### config.mk
export PLATFORM = sky130hd
export DESIGN_NAME = srxd_top
export DESIGN_NICKNAME = d
export VERILOG_FILES = /design/src/design/srxd_pkg.sv /design/src/design/srxd_buf.sv /design/src/design/srxd_top.sv
export SDC_FILE = /design/constraint.sdc
export NUM_CORES = 1
export LEC_CHECK = 0
export BUFFER_PORTS_ARGS = -buffer_cell sky130_fd_sc_hd__clkbuf_2
export CORE_ASPECT_RATIO = 0.8
export CORE_UTILIZATION = 25
export CTS_CLUSTER_DIAMETER = 120
export DETAILED_ROUTE_END_ITERATION = 10
export GPL_ROUTABILITY_DRIVEN = 0
export SYNTH_ARGS = -nofsm -noshare
export SYNTH_HDL_FRONTEND = slang
export SYNTH_SLANG_ARGS = --single-unit
export TNS_END_PERCENT = 10
### constraint.sdc
create_clock -name ref_clk_i -period 4.8 [get_ports ref_clk_i]
set_input_delay 0 -clock ref_clk_i [delete_from_list [all_inputs] [get_ports ref_clk_i]]
set_output_delay 0 -clock ref_clk_i [all_outputs]
set_load 0.02 [all_outputs]
### src/design/srxd_pkg.sv
// Shared constants, register map and carrier types of the receive DMA tracker.
package srxd_pkg;

  // Widths and buffer indices.
  localparam int OFS_W   = 14;
  localparam int NUM_BUF = 2;
  localparam int BUF_A   = 0;
  localparam int BUF_B   = 1;
  localparam int EV_W    = 5;

  // Register byte addresses on the Avalon bus.
  localparam logic [31:0] ADDR_BEGIN_A  = 32'h4000c800;
  localparam logic [31:0] ADDR_END_A    = 32'h4000c804;
  localparam logic [31:0] ADDR_BEGIN_B  = 32'h4000c808;
  localparam logic [31:0] ADDR_END_B    = 32'h4000c80c;
  localparam logic [31:0] ADDR_WR_OFS_A = 32'h4000c820;
  localparam logic [31:0] ADDR_WR_OFS_B = 32'h4000c824;
  localparam logic [31:0] ADDR_ERR_A    = 32'h4000c834;
  localparam logic [31:0] ADDR_ERR_B    = 32'h4000c838;
  localparam logic [31:0] ADDR_SAVED    = 32'h4000c870;
  localparam logic [31:0] ADDR_CTRL     = 32'h4000c880;
  localparam logic [31:0] ADDR_STAT     = 32'h4000c884;
  localparam logic [31:0] ADDR_INT_STAT = 32'h4000c888;
  localparam logic [31:0] ADDR_INT_MASK = 32'h4000c88c;

  // Constant upper bits that begin and end address registers read back.
  localparam logic [31:0] ADDR_REG_HIGH = 32'h20000000;

  // Control register bits.
  localparam int CTRL_DMA_RST = 0;
  localparam int CTRL_LOAD_A  = 1;
  localparam int CTRL_LOAD_B  = 2;
  localparam int CTRL_SPI_SLV = 3;

  // Status register bits.
  localparam int STAT_LOADED_A = 0;
  localparam int STAT_LOADED_B = 1;
  localparam int STAT_ACTIVE_B = 2;
  localparam int STAT_SAVED    = 3;

  // Interrupt event bits.
  localparam int EV_UNLOAD_A = 0;
  localparam int EV_UNLOAD_B = 1;
  localparam int EV_ERR_A    = 2;
  localparam int EV_ERR_B    = 3;
  localparam int EV_SAVED    = 4;

  // Overflow is seen at the FIFO input, four bytes ahead of the store.
  localparam logic [OFS_W-1:0] OVF_BACKOFF = 14'h0004;

  // One received byte leaving the receive FIFO, with its error flags.
  typedef struct packed {
    logic       valid;
    logic [7:0] data;
    logic       parity_err;
    logic       frame_err;
    logic       overflow_err;
  } srxd_rx_byte_t;

  // One byte write towards system RAM.
  typedef struct packed {
    logic             wr;
    logic [OFS_W-1:0] addr;
    logic [7:0]       data;
  } srxd_mem_wr_t;

  // State of one receive buffer tracker.
  typedef struct packed {
    logic             loaded;
    logic             err_seen;
    logic [OFS_W-1:0] offset;
    logic [OFS_W-1:0] err_offset;
  } srxd_buf_state_t;

  localparam srxd_buf_state_t BUF_RESET = '0;

  // Bus slave states, one-hot.
  typedef enum logic [1:0] {
    BUS_IDLE = 2'b01,
    BUS_ACK  = 2'b10
  } srxd_bus_state_t;

  // State of the top level.
  typedef struct packed {
    srxd_bus_state_t                  bus;
    logic [31:0]                      rdata;
    logic [NUM_BUF-1:0][OFS_W-1:0]    begin_addr;
    logic [NUM_BUF-1:0][OFS_W-1:0]    end_addr;
    logic                             spi_slave;
    logic                             active_b;
    logic                             saved_valid;
    logic [OFS_W-1:0]                 saved_count;
    logic                             ss_n_prev;
    logic [EV_W-1:0]                  int_status;
    logic [EV_W-1:0]                  int_mask;
    srxd_mem_wr_t                     mem;
  } srxd_top_state_t;

  localparam srxd_top_state_t TOP_RESET = '{
    bus: BUS_IDLE, rdata: '0, begin_addr: '0, end_addr: '0,
    spi_slave: 1'b0, active_b: 1'b0, saved_valid: 1'b0,
    saved_count: '0, ss_n_prev: 1'b1, int_status: '0, int_mask: '0,
    mem: '0};

endpackage

### src/design/srxd_buf.sv
// Write offset and first-error tracker of one receive DMA buffer.
`timescale 1ns/1ps
module srxd_buf #(
  parameter int OFS_W = 14
) (
  // Clock, reset and enable.
  input  wire logic             ref_clk_i,
  input  wire logic             sys_rst_i,
  input  wire logic             clk_en_i,
  // Commands from software and the DMA.
  input  wire logic             dma_rst_i,
  input  wire logic             load_i,
  input  wire logic             ofs_wr_i,
  input  wire logic [OFS_W-1:0] ofs_wdata_i,
  // Byte store into this buffer.
  input  wire logic             store_i,
  input  wire logic             err_any_i,
  input  wire logic             err_ovf_only_i,
  input  wire logic [OFS_W-1:0] begin_addr_i,
  input  wire logic [OFS_W-1:0] end_addr_i,
  // State and events.
  output logic                  loaded_o,
  output logic [OFS_W-1:0]      offset_o,
  output logic [OFS_W-1:0]      err_offset_o,
  output logic                  at_end_o,
  output logic                  unload_ev_o,
  output logic                  err_ev_o
);

  srxd_pkg::srxd_buf_state_t s;
  srxd_pkg::srxd_buf_state_t next_s;
  logic [OFS_W-1:0]          cur_addr;

  // The buffer is full when the next store lands on its end address.
  assign cur_addr     = OFS_W'(begin_addr_i + s.offset);
  assign at_end_o     = s.loaded && (cur_addr == end_addr_i);
  assign loaded_o     = s.loaded;
  assign offset_o     = s.offset;
  assign err_offset_o = s.err_seen ? s.err_offset : '0;
  assign unload_ev_o  = clk_en_i && store_i && at_end_o && !dma_rst_i &&
                        !load_i;
  assign err_ev_o     = clk_en_i && store_i && err_any_i && !s.err_seen &&
                        !dma_rst_i && !load_i;

  // Next state: reset beats load, load beats software write, then stores.
  always_comb begin
    next_s = s;
    if (dma_rst_i) begin
      next_s = srxd_pkg::BUF_RESET;
    end else if (load_i) begin
      next_s.loaded   = 1'b1;
      next_s.offset   = '0;
      next_s.err_seen = 1'b0;
    end else begin
      if (store_i && s.loaded) begin
        next_s.offset = OFS_W'(s.offset + 1'b1);
        if (at_end_o) begin
          next_s.loaded = 1'b0;
        end
        if (err_any_i && !s.err_seen) begin
          next_s.err_seen   = 1'b1;
          next_s.err_offset = err_ovf_only_i ?
            OFS_W'(s.offset - srxd_pkg::OVF_BACKOFF) : s.offset;
        end
      end
      if (ofs_wr_i) begin
        next_s.offset = ofs_wdata_i;
        if (!s.loaded) begin
          next_s.loaded   = 1'b1;
          next_s.err_seen = 1'b0;
        end
      end
    end
  end

  // State register, frozen while the clock enable is low.
  always_ff @(posedge ref_clk_i) begin
    if (sys_rst_i) begin
      s <= srxd_pkg::BUF_RESET;
    end else if (clk_en_i) begin
      s <= next_s;
    end
  end

endmodule // srxd_buf

### src/design/srxd_top.sv
// Receive DMA offset, saved count and first-error tracking with Avalon regs.
//
// Implementation choice: the Avalon-MM slave port.
`timescale 1ns/1ps
module srxd_top #(
  parameter int OFS_W = 14
) (
  // Clock, reset and enable.
  input  wire logic                  ref_clk_i,
  input  wire logic                  sys_rst_i,
  input  wire logic                  clk_en_i,
  // Avalon-MM slave.
  input  wire logic [31:0]           avs_address_i,
  input  wire logic                  avs_read_i,
  input  wire logic                  avs_write_i,
  input  wire logic [31:0]           avs_writedata_i,
  input  wire logic [3:0]            avs_byteenable_i,
  output logic [31:0]                avs_readdata_o,
  output logic                       avs_waitrequest_o,
  // Receive FIFO side.
  input  wire srxd_pkg::srxd_rx_byte_t rx_byte_i,
  output logic                       rx_ready_o,
  // SPI slave select, synchronous to the clock.
  input  wire logic                  slave_select_n_i,
  // Byte writes towards system RAM.
  output srxd_pkg::srxd_mem_wr_t     mem_wr_o,
  // Interrupt.
  output logic                       irq_o
);

  srxd_pkg::srxd_top_state_t s;
  srxd_pkg::srxd_top_state_t next_s;

  // Per-buffer wiring.
  logic [srxd_pkg::NUM_BUF-1:0]            buf_load;
  logic [srxd_pkg::NUM_BUF-1:0]            buf_ofs_wr;
  logic [srxd_pkg::NUM_BUF-1:0]            buf_store;
  logic [srxd_pkg::NUM_BUF-1:0]            buf_loaded;
  logic [srxd_pkg::NUM_BUF-1:0]            buf_at_end;
  logic [srxd_pkg::NUM_BUF-1:0]            buf_unload_ev;
  logic [srxd_pkg::NUM_BUF-1:0]            buf_err_ev;
  logic [srxd_pkg::NUM_BUF-1:0][OFS_W-1:0] buf_offset;
  logic [srxd_pkg::NUM_BUF-1:0][OFS_W-1:0] buf_err_offset;
  logic [srxd_pkg::NUM_BUF-1:0][OFS_W-1:0] buf_ofs_wdata;

  // Bus and data path decode.
  logic             bus_req;
  logic             wr_go;
  logic             dma_rst;
  logic [31:0]      ctrl_wdata;
  logic             sel_b;
  logic             store_go;
  logic             err_any;
  logic             err_ovf_only;
  logic             ss_deassert;
  logic [OFS_W-1:0] cur_count;
  logic [srxd_pkg::EV_W-1:0] events;
  logic [srxd_pkg::EV_W-1:0] int_clear;

  // Merges a write into an old word under the byte enables.
  function automatic logic [31:0] be_merge(input logic [31:0] old,
                                           input logic [31:0] wdata,
                                           input logic [3:0]  be);
    logic [31:0] res;
    res = old;
    for (int i = 0; i < 4; i++) begin
      if (be[i]) begin
        res[i*8 +: 8] = wdata[i*8 +: 8];
      end
    end
    return res;
  endfunction

  // Widens a 14-bit field into a register word with zero upper bits.
  function automatic logic [31:0] field_word(input logic [OFS_W-1:0] f);
    return {{(32-OFS_W){1'b0}}, f};
  endfunction

  // A request is taken at the edge where waitrequest is low.
  assign bus_req           = avs_read_i || avs_write_i;
  assign avs_waitrequest_o = bus_req &&
                             (!clk_en_i || s.bus != srxd_pkg::BUS_ACK);
  assign avs_readdata_o    = s.rdata;
  assign wr_go             = clk_en_i && avs_write_i &&
                             (s.bus == srxd_pkg::BUS_ACK);
  assign ctrl_wdata        = be_merge(32'h00000000, avs_writedata_i,
                                      avs_byteenable_i);

  // Software commands towards the buffers.
  assign dma_rst = wr_go && (avs_address_i == srxd_pkg::ADDR_CTRL) &&
                   ctrl_wdata[srxd_pkg::CTRL_DMA_RST];
  assign buf_load[srxd_pkg::BUF_A] = wr_go &&
    (avs_address_i == srxd_pkg::ADDR_CTRL) &&
    ctrl_wdata[srxd_pkg::CTRL_LOAD_A];
  assign buf_load[srxd_pkg::BUF_B] = wr_go &&
    (avs_address_i == srxd_pkg::ADDR_CTRL) &&
    ctrl_wdata[srxd_pkg::CTRL_LOAD_B];
  assign buf_ofs_wr[srxd_pkg::BUF_A] = wr_go &&
    (avs_address_i == srxd_pkg::ADDR_WR_OFS_A);
  assign buf_ofs_wr[srxd_pkg::BUF_B] = wr_go &&
    (avs_address_i == srxd_pkg::ADDR_WR_OFS_B);

  // Stores go to the active buffer, or to the other one if it is idle.
  assign sel_b      = buf_loaded[srxd_pkg::BUF_B] &&
                      (s.active_b || !buf_loaded[srxd_pkg::BUF_A]);
  assign rx_ready_o = clk_en_i && (|buf_loaded);
  assign store_go   = clk_en_i && rx_byte_i.valid && rx_ready_o;
  assign buf_store[srxd_pkg::BUF_A] = store_go && !sel_b;
  assign buf_store[srxd_pkg::BUF_B] = store_go && sel_b;
  assign err_any      = rx_byte_i.parity_err || rx_byte_i.frame_err ||
                        rx_byte_i.overflow_err;
  assign err_ovf_only = rx_byte_i.overflow_err &&
                        !rx_byte_i.parity_err && !rx_byte_i.frame_err;
  assign cur_count    = buf_offset[sel_b];

  // Slave select rising means the master has ended the frame.
  assign ss_deassert = s.spi_slave && !s.ss_n_prev && slave_select_n_i;

  // Event collection for the sticky interrupt status.
  always_comb begin
    events = '0;
    events[srxd_pkg::EV_UNLOAD_A] = buf_unload_ev[srxd_pkg::BUF_A];
    events[srxd_pkg::EV_UNLOAD_B] = buf_unload_ev[srxd_pkg::BUF_B];
    events[srxd_pkg::EV_ERR_A]    = buf_err_ev[srxd_pkg::BUF_A];
    events[srxd_pkg::EV_ERR_B]    = buf_err_ev[srxd_pkg::BUF_B];
    events[srxd_pkg::EV_SAVED]    = clk_en_i && ss_deassert &&
                                    !s.saved_valid && !dma_rst;
    int_clear = '0;
    if (wr_go && (avs_address_i == srxd_pkg::ADDR_INT_STAT)) begin
      int_clear = ctrl_wdata[srxd_pkg::EV_W-1:0];
    end
  end

  // Interrupt is high while an unmasked status bit is set.
  assign irq_o    = |(s.int_status & s.int_mask);
  assign mem_wr_o = s.mem;

  // Buffer trackers, one per receive buffer.
  for (genvar g = 0; g < srxd_pkg::NUM_BUF; g++) begin : g_buf
    assign buf_ofs_wdata[g] = OFS_W'(be_merge(field_word(buf_offset[g]),
                                avs_writedata_i, avs_byteenable_i));
    srxd_buf #(
      .OFS_W (OFS_W)
    ) u_buf (
      .ref_clk_i      (ref_clk_i),
      .sys_rst_i      (sys_rst_i),
      .clk_en_i       (clk_en_i),
      .dma_rst_i      (dma_rst),
      .load_i         (buf_load[g]),
      .ofs_wr_i       (buf_ofs_wr[g]),
      .ofs_wdata_i    (buf_ofs_wdata[g]),
      .store_i        (buf_store[g]),
      .err_any_i      (err_any),
      .err_ovf_only_i (err_ovf_only),
      .begin_addr_i   (s.begin_addr[g]),
      .end_addr_i     (s.end_addr[g]),
      .loaded_o       (buf_loaded[g]),
      .offset_o       (buf_offset[g]),
      .err_offset_o   (buf_err_offset[g]),
      .at_end_o       (buf_at_end[g]),
      .unload_ev_o    (buf_unload_ev[g]),
      .err_ev_o       (buf_err_ev[g])
    );
  end

  // Next state of bus slave, registers, saved count and RAM write.
  always_comb begin
    next_s = s;
    // Bus handshake: one wait cycle, then the answer edge.
    unique case (s.bus)
      srxd_pkg::BUS_IDLE: begin
        if (bus_req) begin
          next_s.bus = srxd_pkg::BUS_ACK;
        end
        next_s.rdata = '0;
        if (avs_read_i) begin
          case (avs_address_i)
            srxd_pkg::ADDR_BEGIN_A: next_s.rdata = srxd_pkg::ADDR_REG_HIGH |
              field_word(s.begin_addr[srxd_pkg::BUF_A]);
            srxd_pkg::ADDR_END_A: next_s.rdata = srxd_pkg::ADDR_REG_HIGH |
              field_word(s.end_addr[srxd_pkg::BUF_A]);
            srxd_pkg::ADDR_BEGIN_B: next_s.rdata = srxd_pkg::ADDR_REG_HIGH |
              field_word(s.begin_addr[srxd_pkg::BUF_B]);
            srxd_pkg::ADDR_END_B: next_s.rdata = srxd_pkg::ADDR_REG_HIGH |
              field_word(s.end_addr[srxd_pkg::BUF_B]);
            srxd_pkg::ADDR_WR_OFS_A: next_s.rdata =
              field_word(buf_offset[srxd_pkg::BUF_A]);
            srxd_pkg::ADDR_WR_OFS_B: next_s.rdata =
              field_word(buf_offset[srxd_pkg::BUF_B]);
            srxd_pkg::ADDR_ERR_A: next_s.rdata =
              field_word(buf_err_offset[srxd_pkg::BUF_A]);
            srxd_pkg::ADDR_ERR_B: next_s.rdata =
              field_word(buf_err_offset[srxd_pkg::BUF_B]);
            srxd_pkg::ADDR_SAVED: next_s.rdata =
              field_word(s.saved_count);
            srxd_pkg::ADDR_CTRL: next_s.rdata[srxd_pkg::CTRL_SPI_SLV] =
              s.spi_slave;
            srxd_pkg::ADDR_STAT: begin
              next_s.rdata[srxd_pkg::STAT_LOADED_A] =
                buf_loaded[srxd_pkg::BUF_A];
              next_s.rdata[srxd_pkg::STAT_LOADED_B] =
                buf_loaded[srxd_pkg::BUF_B];
              next_s.rdata[srxd_pkg::STAT_ACTIVE_B] = s.active_b;
              next_s.rdata[srxd_pkg::STAT_SAVED]    = s.saved_valid;
            end
            srxd_pkg::ADDR_INT_STAT: next_s.rdata =
              {{(32-srxd_pkg::EV_W){1'b0}}, s.int_status};
            srxd_pkg::ADDR_INT_MASK: next_s.rdata =
              {{(32-srxd_pkg::EV_W){1'b0}}, s.int_mask};
            default: next_s.rdata = '0;
          endcase
        end
      end
      srxd_pkg::BUS_ACK: begin
        next_s.bus = srxd_pkg::BUS_IDLE;
      end
      default: next_s.bus = srxd_pkg::BUS_IDLE;
    endcase

    // Register writes at the answer edge; last-byte addresses set the end.
    if (wr_go) begin
      case (avs_address_i)
        srxd_pkg::ADDR_BEGIN_A: next_s.begin_addr[srxd_pkg::BUF_A] =
          OFS_W'(be_merge(field_word(s.begin_addr[srxd_pkg::BUF_A]),
                          avs_writedata_i, avs_byteenable_i));
        srxd_pkg::ADDR_END_A: next_s.end_addr[srxd_pkg::BUF_A] =
          OFS_W'(be_merge(field_word(s.end_addr[srxd_pkg::BUF_A]),
                          avs_writedata_i, avs_byteenable_i));
        srxd_pkg::ADDR_BEGIN_B: next_s.begin_addr[srxd_pkg::BUF_B] =
          OFS_W'(be_merge(field_word(s.begin_addr[srxd_pkg::BUF_B]),
                          avs_writedata_i, avs_byteenable_i));
        srxd_pkg::ADDR_END_B: next_s.end_addr[srxd_pkg::BUF_B] =
          OFS_W'(be_merge(field_word(s.end_addr[srxd_pkg::BUF_B]),
                          avs_writedata_i, avs_byteenable_i));
        srxd_pkg::ADDR_CTRL: begin
          if (avs_byteenable_i[0]) begin
            next_s.spi_slave = avs_writedata_i[srxd_pkg::CTRL_SPI_SLV];
          end
        end
        srxd_pkg::ADDR_INT_MASK: next_s.int_mask = avs_byteenable_i[0] ?
          avs_writedata_i[srxd_pkg::EV_W-1:0] : s.int_mask;
        default: ;
      endcase
    end

    // Sticky status: a new event wins over a clear in the same cycle.
    next_s.int_status = (s.int_status & ~int_clear) | events;

    // Active buffer follows stores; a full buffer hands over to the other.
    if (dma_rst) begin
      next_s.active_b = 1'b0;
    end else if (store_go) begin
      next_s.active_b = buf_at_end[sel_b] ? !sel_b : sel_b;
    end

    // Saved count: only the first deassertion after a DMA reset counts.
    next_s.ss_n_prev = slave_select_n_i;
    if (dma_rst) begin
      next_s.saved_valid = 1'b0;
      next_s.saved_count = '0;
    end else if (ss_deassert && !s.saved_valid) begin
      next_s.saved_valid = 1'b1;
      next_s.saved_count = cur_count;
    end

    // One byte write towards RAM per store.
    next_s.mem.wr = store_go;
    if (store_go) begin
      next_s.mem.addr = OFS_W'(s.begin_addr[sel_b] + buf_offset[sel_b]);
      next_s.mem.data = rx_byte_i.data;
    end
  end

  // State register, frozen while the clock enable is low.
  always_ff @(posedge ref_clk_i) begin
    if (sys_rst_i) begin
      s <= srxd_pkg::TOP_RESET;
    end else if (clk_en_i) begin
      s <= next_s;
    end
  end

endmodule // srxd_top

* Yosys cells after proc, flatten, opt, wreduce, memory -nomap -nowiden
Cells that the tools add are included.
Word-level totals: output and inout bits 58, logic and storage cells 204, register bits 201, input bits 86
Cells by class: reduce and logical (&&, ||, !) cells 94, $add $sub $neg 7, multiplexer cells 43, order comparisons 1, bitwise logic cells 4, equality and inequality tests 25
Operators by type and width (number):
- equality test 32 x 31 -> 1 bit, second input constant | 13
- one-hot mux 26 bit (11 select lines) | 1
- two-way mux 14 bit | 12
- two-way mux 30 bit | 4
- two-way mux 16 bit | 4
- AND reduction 4 bit | 12
- logical AND 1 bit | 46
- adder 14 bit | 3
- one-hot mux 3 bit (12 select lines) | 1
- two-way mux 32 bit | 1
- two-way mux 15 bit | 2
- adder 14 x 1 -> 14 bit, second input constant | 2
- equality test 14 bit | 2
- subtractor 14 x 3 -> 14 bit, second input constant | 2
- inequality test 4 x 2 -> 1 bit, second input constant | 4
- one-hot mux 1 bit (13 select lines) | 1
- logical NOT 1 bit | 12
- AND reduction 3 bit | 4
- nonzero test 2 bit | 6
- AND 5 bit | 2
- two-way mux 5 bit | 2
- AND reduction 2 bit | 5
- two-way mux 1 bit | 9
- two-way mux 2 bit | 4
- other kinds (13) | 20

* Longest topological paths before layout
word-level depth 11, gate-level depth with buffers 16, mapped depth without buffers 15

* Cells and area by module
A second synthesis with hierarchy kept.
Unflattened totals: cell total of the unflattened synthesis 1704, area total of the unflattened synthesis 13220.2 sq um
Modules (own cells, without submodules):
- srxd_top | cells an instance 979, sequential area each 2482.4 sq um, times used 1, area each 7694.9 sq um
- srxd_buf (g_buf[0].u_buf) | cells an instance 364, sequential area each 600.6 sq um, times used 1, area each 2849.0 sq um
- srxd_buf (g_buf[1].u_buf) | cells an instance 361, sequential area each 600.6 sq um, times used 1, area each 2676.3 sq um

* Worst setup path after synthesis
OpenSTA, ideal clock, no wires.
path kind register -> register, start reg g_buf[0].u_buf.s (netlist bit g_buf[0].u_buf.loaded_o), end reg s (netlist bit mem_wr_o[21]), data arrival time 3.365 ns, buffers on the path 2, cell stages (with the launch flop) 13, setup time 0.133 ns, data required time 4.667 ns, setup slack 1.302 ns, period minus slack after synthesis 3.498 ns, cell sequence dfxtp_1 > inv_1 > o21ai_2 > clkbuf_1 > clkbuf_1 > mux2_2 > ha_1 > o41ai_1 > o21ai_0 > o41a_1 > a31oi_1 > xnor2_1 > a21oi_1
On the way: cells in the longest elaborated chain, start to end 6, elaborated cells on any way between the ends 12, classes of those cells add/sub (1); mux (4); reduce/logical (7)
RTL lines:
- start: declaration | line srxd_buf.sv:30 | srxd_pkg::srxd_buf_state_t s;
- start signal: assignment | line srxd_buf.sv:79 | s <= srxd_pkg::BUF_RESET;
- start signal: assignment | line srxd_buf.sv:81 | s <= next_s;
- logical NOT 1 bit
- logical OR 1 bit | line srxd_top.sv:105 | (s.active_b || !buf_loaded[srxd_pkg::BUF_A]);
- logical AND 1 bit | line srxd_top.sv:104 | assign sel_b = buf_loaded[srxd_pkg::BUF_B] &&
- two-way mux 14 bit (implied by the code) (2 in series) | line srxd_top.sv:269 | next_s.mem.addr = OFS_W'(s.begin_addr[sel_b] + buf_offset[sel_b]);
- adder 14 bit | line srxd_top.sv:269
- end signal: assignment | line srxd_top.sv:277 | s <= srxd_pkg::TOP_RESET;
- end signal: assignment | line srxd_top.sv:279 | s <= next_s;
- end: declaration | line srxd_top.sv:31 | srxd_pkg::srxd_top_state_t s;
Several ways; a longest one is shown, not always the timed one. The select of a mux whose other input is x is not followed. A chain may end at the register's enable or synchronous reset.

* Final worst setup path
Same ends and word-level chain as after synthesis.

==> run metrics <==
status finished clean; Post-Synthesis Cells 1,600; Synth Area in Adders 5.019%; Die Footprint 50,560 um^2; Required @ worst endpoint 5.14 ns; share of layout cells above drive strength 1 approximately 14%; Worst Hold Depth 3; GRT Util Overall a little under a fifth; ys async rst share 0%; CP Cell Sequence inv_1 > o21ai_2 > buf_4 > mux2_2 > ha_1 > o21ai_0 > nor2_1 > o41ai_1 > o21ai_0 > o41a_1 > a31oi_1 > xnor2_1 > a21oi_1; crit end category flop; R2R depth 13; WP buf/inv 2; simple-gate portion of the synthesized area roughly a quarter; clk buf depth 2; XOR/XNOR Fraction of Synth Area under 10%; multiplexer share of the synthesized area between 3 and 4%; Max H-tree Level 4; Fmax achieved 0.2563 GHz; root buf cell clkbuf_16; Hold Crit Class primary input to flop; Compound-Gate Fraction of Synth Area 22.09%; Leakage approximately 5 nW; Post-DP HPWL around 36 mm; grt ovf 0; Synth Register Bits between 150 and 200; width of the die roughly 250 um; worst slew pin tran about 1.4 ns; final max-slew violation count 0; Final period util between 80% and 90%; Seq/Total Area, Yosys 29.67%; setup TNS 0 ns; Fin Hold WS about 0.047 ns; fin crit period approximately 4 ns; Crit path top cell by count o21ai_0; # rows a little over 70; height of the chip around 200 um; Final Hold Fails 0; Max-cap violations 0; Synth Flop Type dfxtp_1; post-synth top area share 29.67%; unrepaired setup endpoints after global routing no; Worst path depth 13; Worst VDD drop ~260 uV; starting density of the core 25.52%; critical path's largest stage delay between 0.4 and 0.5 ns; post-synth top area cell dfxtp_1; Mean Syn Cell Area around 7.8 um^2; vias in the first global route between 10,000 and 15,000; DR pass1 iterations 11; Detailed Route WL roughly 48 mm; Unique masters post-synth 98; pwr dens between 200 and 250 nW/um^2; crit path DAT 4.24 ns; initial antenna violation count 1; Crit Path Max Fanout 11; worst-path cell with the longest stage delay dfxtp_1; worst-skew pair later-pin latency 0.46 ns; TritonCTS Buffers 17; max_slew headroom roughly 5.1%; Initial DRC Count between 1,500 and 2,000; nets ~1,800; Ports 144; DRC Markers 0; Synth area leaders dfxtp_1, nand2_1, a21oi_1, ha_1, nor2_1; total number of vias about 13,000; clock sinks approximately 180; core area slightly below 50,000 um^2; vias per cell around 5.6; Setup CP Type flop to flop; port bufs 106; Final Skew between 0.015 and 0.02 ns; first-pass GRT wire length 73.15 mm; routed len/inst 21.18 um; Post-synth EDFFs 0; Post-DRT Antenna Nets 0; Top delay family on crit path compound AO/OA/AOI/OAI gates; largest family of logic cells by synthesized area simple AND/OR/NAND/NOR gates; Cell Area, Synth 12,410 um^2; largest net degree at the start of global routing 84; CTS tree yes; Yosys Warn Count 0; Area growth, synth to finish 12.33%; clock slew at reported path FFs around 0.080 ns; Util after Layout between 20 and 30%; total power roughly 3.2 mW; CP startpoint kind flop; final setup fails 0
[power breakdown]
part | switching [mW] | internal [mW] | total, mW
Combinational | 0.130 | 0.0519 | 0.182
Clock | 0.691 | 0.785 | 1.48
Sequential | 0.00166 | 1.53 | 1.53
Total | 0.823 | 2.36 | 3.19
[stage by stage]
stage	area [um^2]	worst slack, ns	cells
floorplan	12470	1.302	1616
global placement	13140	0.9292	2224
detailed placement	13140	0.9154	2224
CTS	13940	0.8796	2277
global route	13940	0.5275	2277
finish	13940	0.8980	2278
[routing by layer]
layer  vias up  global-route usage [%]  routed length, um
met2       807                   26.15              19260
met3        76                   5.498               6060
li1       5815                       -                  -
met1      6080                   27.88              21760
met4         0                   5.640               1171
met5         -                       0                  0
[state kept, by name, summed over array words and instances (netlist names)]
register              cells
mem_wr_o                 23
g_buf.u_buf.offset_o     28
s                        86
g_buf.u_buf.loaded_o      2
avs_readdata_o           15
g_buf.u_buf.s            30
[worst paths after layout]
kind	startpoint	end	slack [ns]
min reg2reg	mem_wr_o[12]	mem_wr_o[12]	0.45
min	avs_writedata_i[1]	s[52]	0.05
max	g_buf[0].u_buf.loaded_o	mem_wr_o[21]	0.90
max reg2reg	g_buf[0].u_buf.loaded_o	mem_wr_o[21]	0.90
[layout make-up]
type / count / area (um^2)
Fill cell: 5242 / 34700
Multi-Input combinational cell: 1257 / 7863
Sequential cell: 184 / 3684
Timing Repair Buffer: 152 / 933.4
Tap cell: 629 / 787.0
Clock buffer: 18 / 439.2
Clock inverter: 13 / 146.4
Inverter: 24 / 90.09
Antenna cell: 1 / 2.502
[Yosys cell counts, types with 15 or more instances]
cell and count:
nand2_1 243, dfxtp_1 184, a21oi_1 159, nor2_1 139
clkbuf_1 73, nor3_1 61, nand3_1 59, buf_4 58
xnor2_1 52, ha_1 45, o21ai_0 45, xor2_1 27
inv_1 24, a211oi_1 23, a22oi_1 23, mux2_2 22
mux2i_1 21, a22o_1 20, a222oi_1 17, and3_1 16
nand4_1 16, and2_1 15, nor4_1 15
[worst reg2reg max path, delay by kind of cell (launching register included)]
kind,cells,cell delay (ns)
buffers and inverters,2,0.35
flip-flops,1,0.46
multiplexers,1,0.34
AO/OA/AOI/OAI,7,2.04
AND/OR/NAND/NOR,1,0.10
XOR/XNOR,1,0.15
adder cells (fa/ha/maj),1,0.35
[cell families (layout without fill, tap and decap cells)]
family	count (synthesis)	in the layout
DFF	184	184
buffers and inverters	175	207
xor gates and xnor gates	80	80
AOI/OAI and AO/OA	410	410
and+or+nand+nor	658	658
other	1	18
adders and majority gates	48	48
muxes	44	44
[what timing repair did]
action                                 in CTS  in global routing
hold buffers                               22                  0
resized for setup                           0                  0
endpoints found under the hold margin      52                  0
setup buffers                               0                  0
[placed cells by master, fill, tap and decap left out, types with 8 or more instances in the layout]
| master | synthesis | layout |
|---|---|---|
| a211oi_1 | 23 | 23 |
| nand3_1 | 59 | 59 |
| a31oi_1 | 8 | 8 |
| mux2i_1 | 21 | 21 |
| o21ai_0 | 45 | 45 |
| nor4_1 | 15 | 14 |
| a22o_1 | 20 | 20 |
| conb_1 | 1 | 17 |
| nor3b_1 | 11 | 11 |
| mux2_2 | 22 | 22 |
| a32oi_1 | 14 | 14 |
| dlygate4sd3_1 | 0 | 22 |
| nand2_1 | 243 | 243 |
| a2111oi_0 | 9 | 9 |
| buf_4 | 58 | 25 |
| a21oi_1 | 159 | 159 |
| o21a_1 | 11 | 11 |
| a221oi_1 | 13 | 13 |
| or2_2 | 9 | 9 |
| a222oi_1 | 17 | 17 |
| a22oi_1 | 23 | 23 |
| inv_1 | 24 | 24 |
| clkbuf_2 | 1 | 105 |
| xnor2_1 | 52 | 52 |
| and3_1 | 16 | 16 |
| nand2b_1 | 9 | 9 |
| nor3_1 | 61 | 61 |
| and2_1 | 15 | 15 |
| o211ai_1 | 9 | 9 |
| nand4_1 | 16 | 16 |
| ha_1 | 45 | 45 |
| clkbuf_16 | 0 | 17 |
| or3_1 | 9 | 9 |
| nor2_1 | 139 | 139 |
| xor2_1 | 27 | 27 |
| dfxtp_1 | 184 | 184 |
No activity file was read; power rests on OpenSTA's default activity.
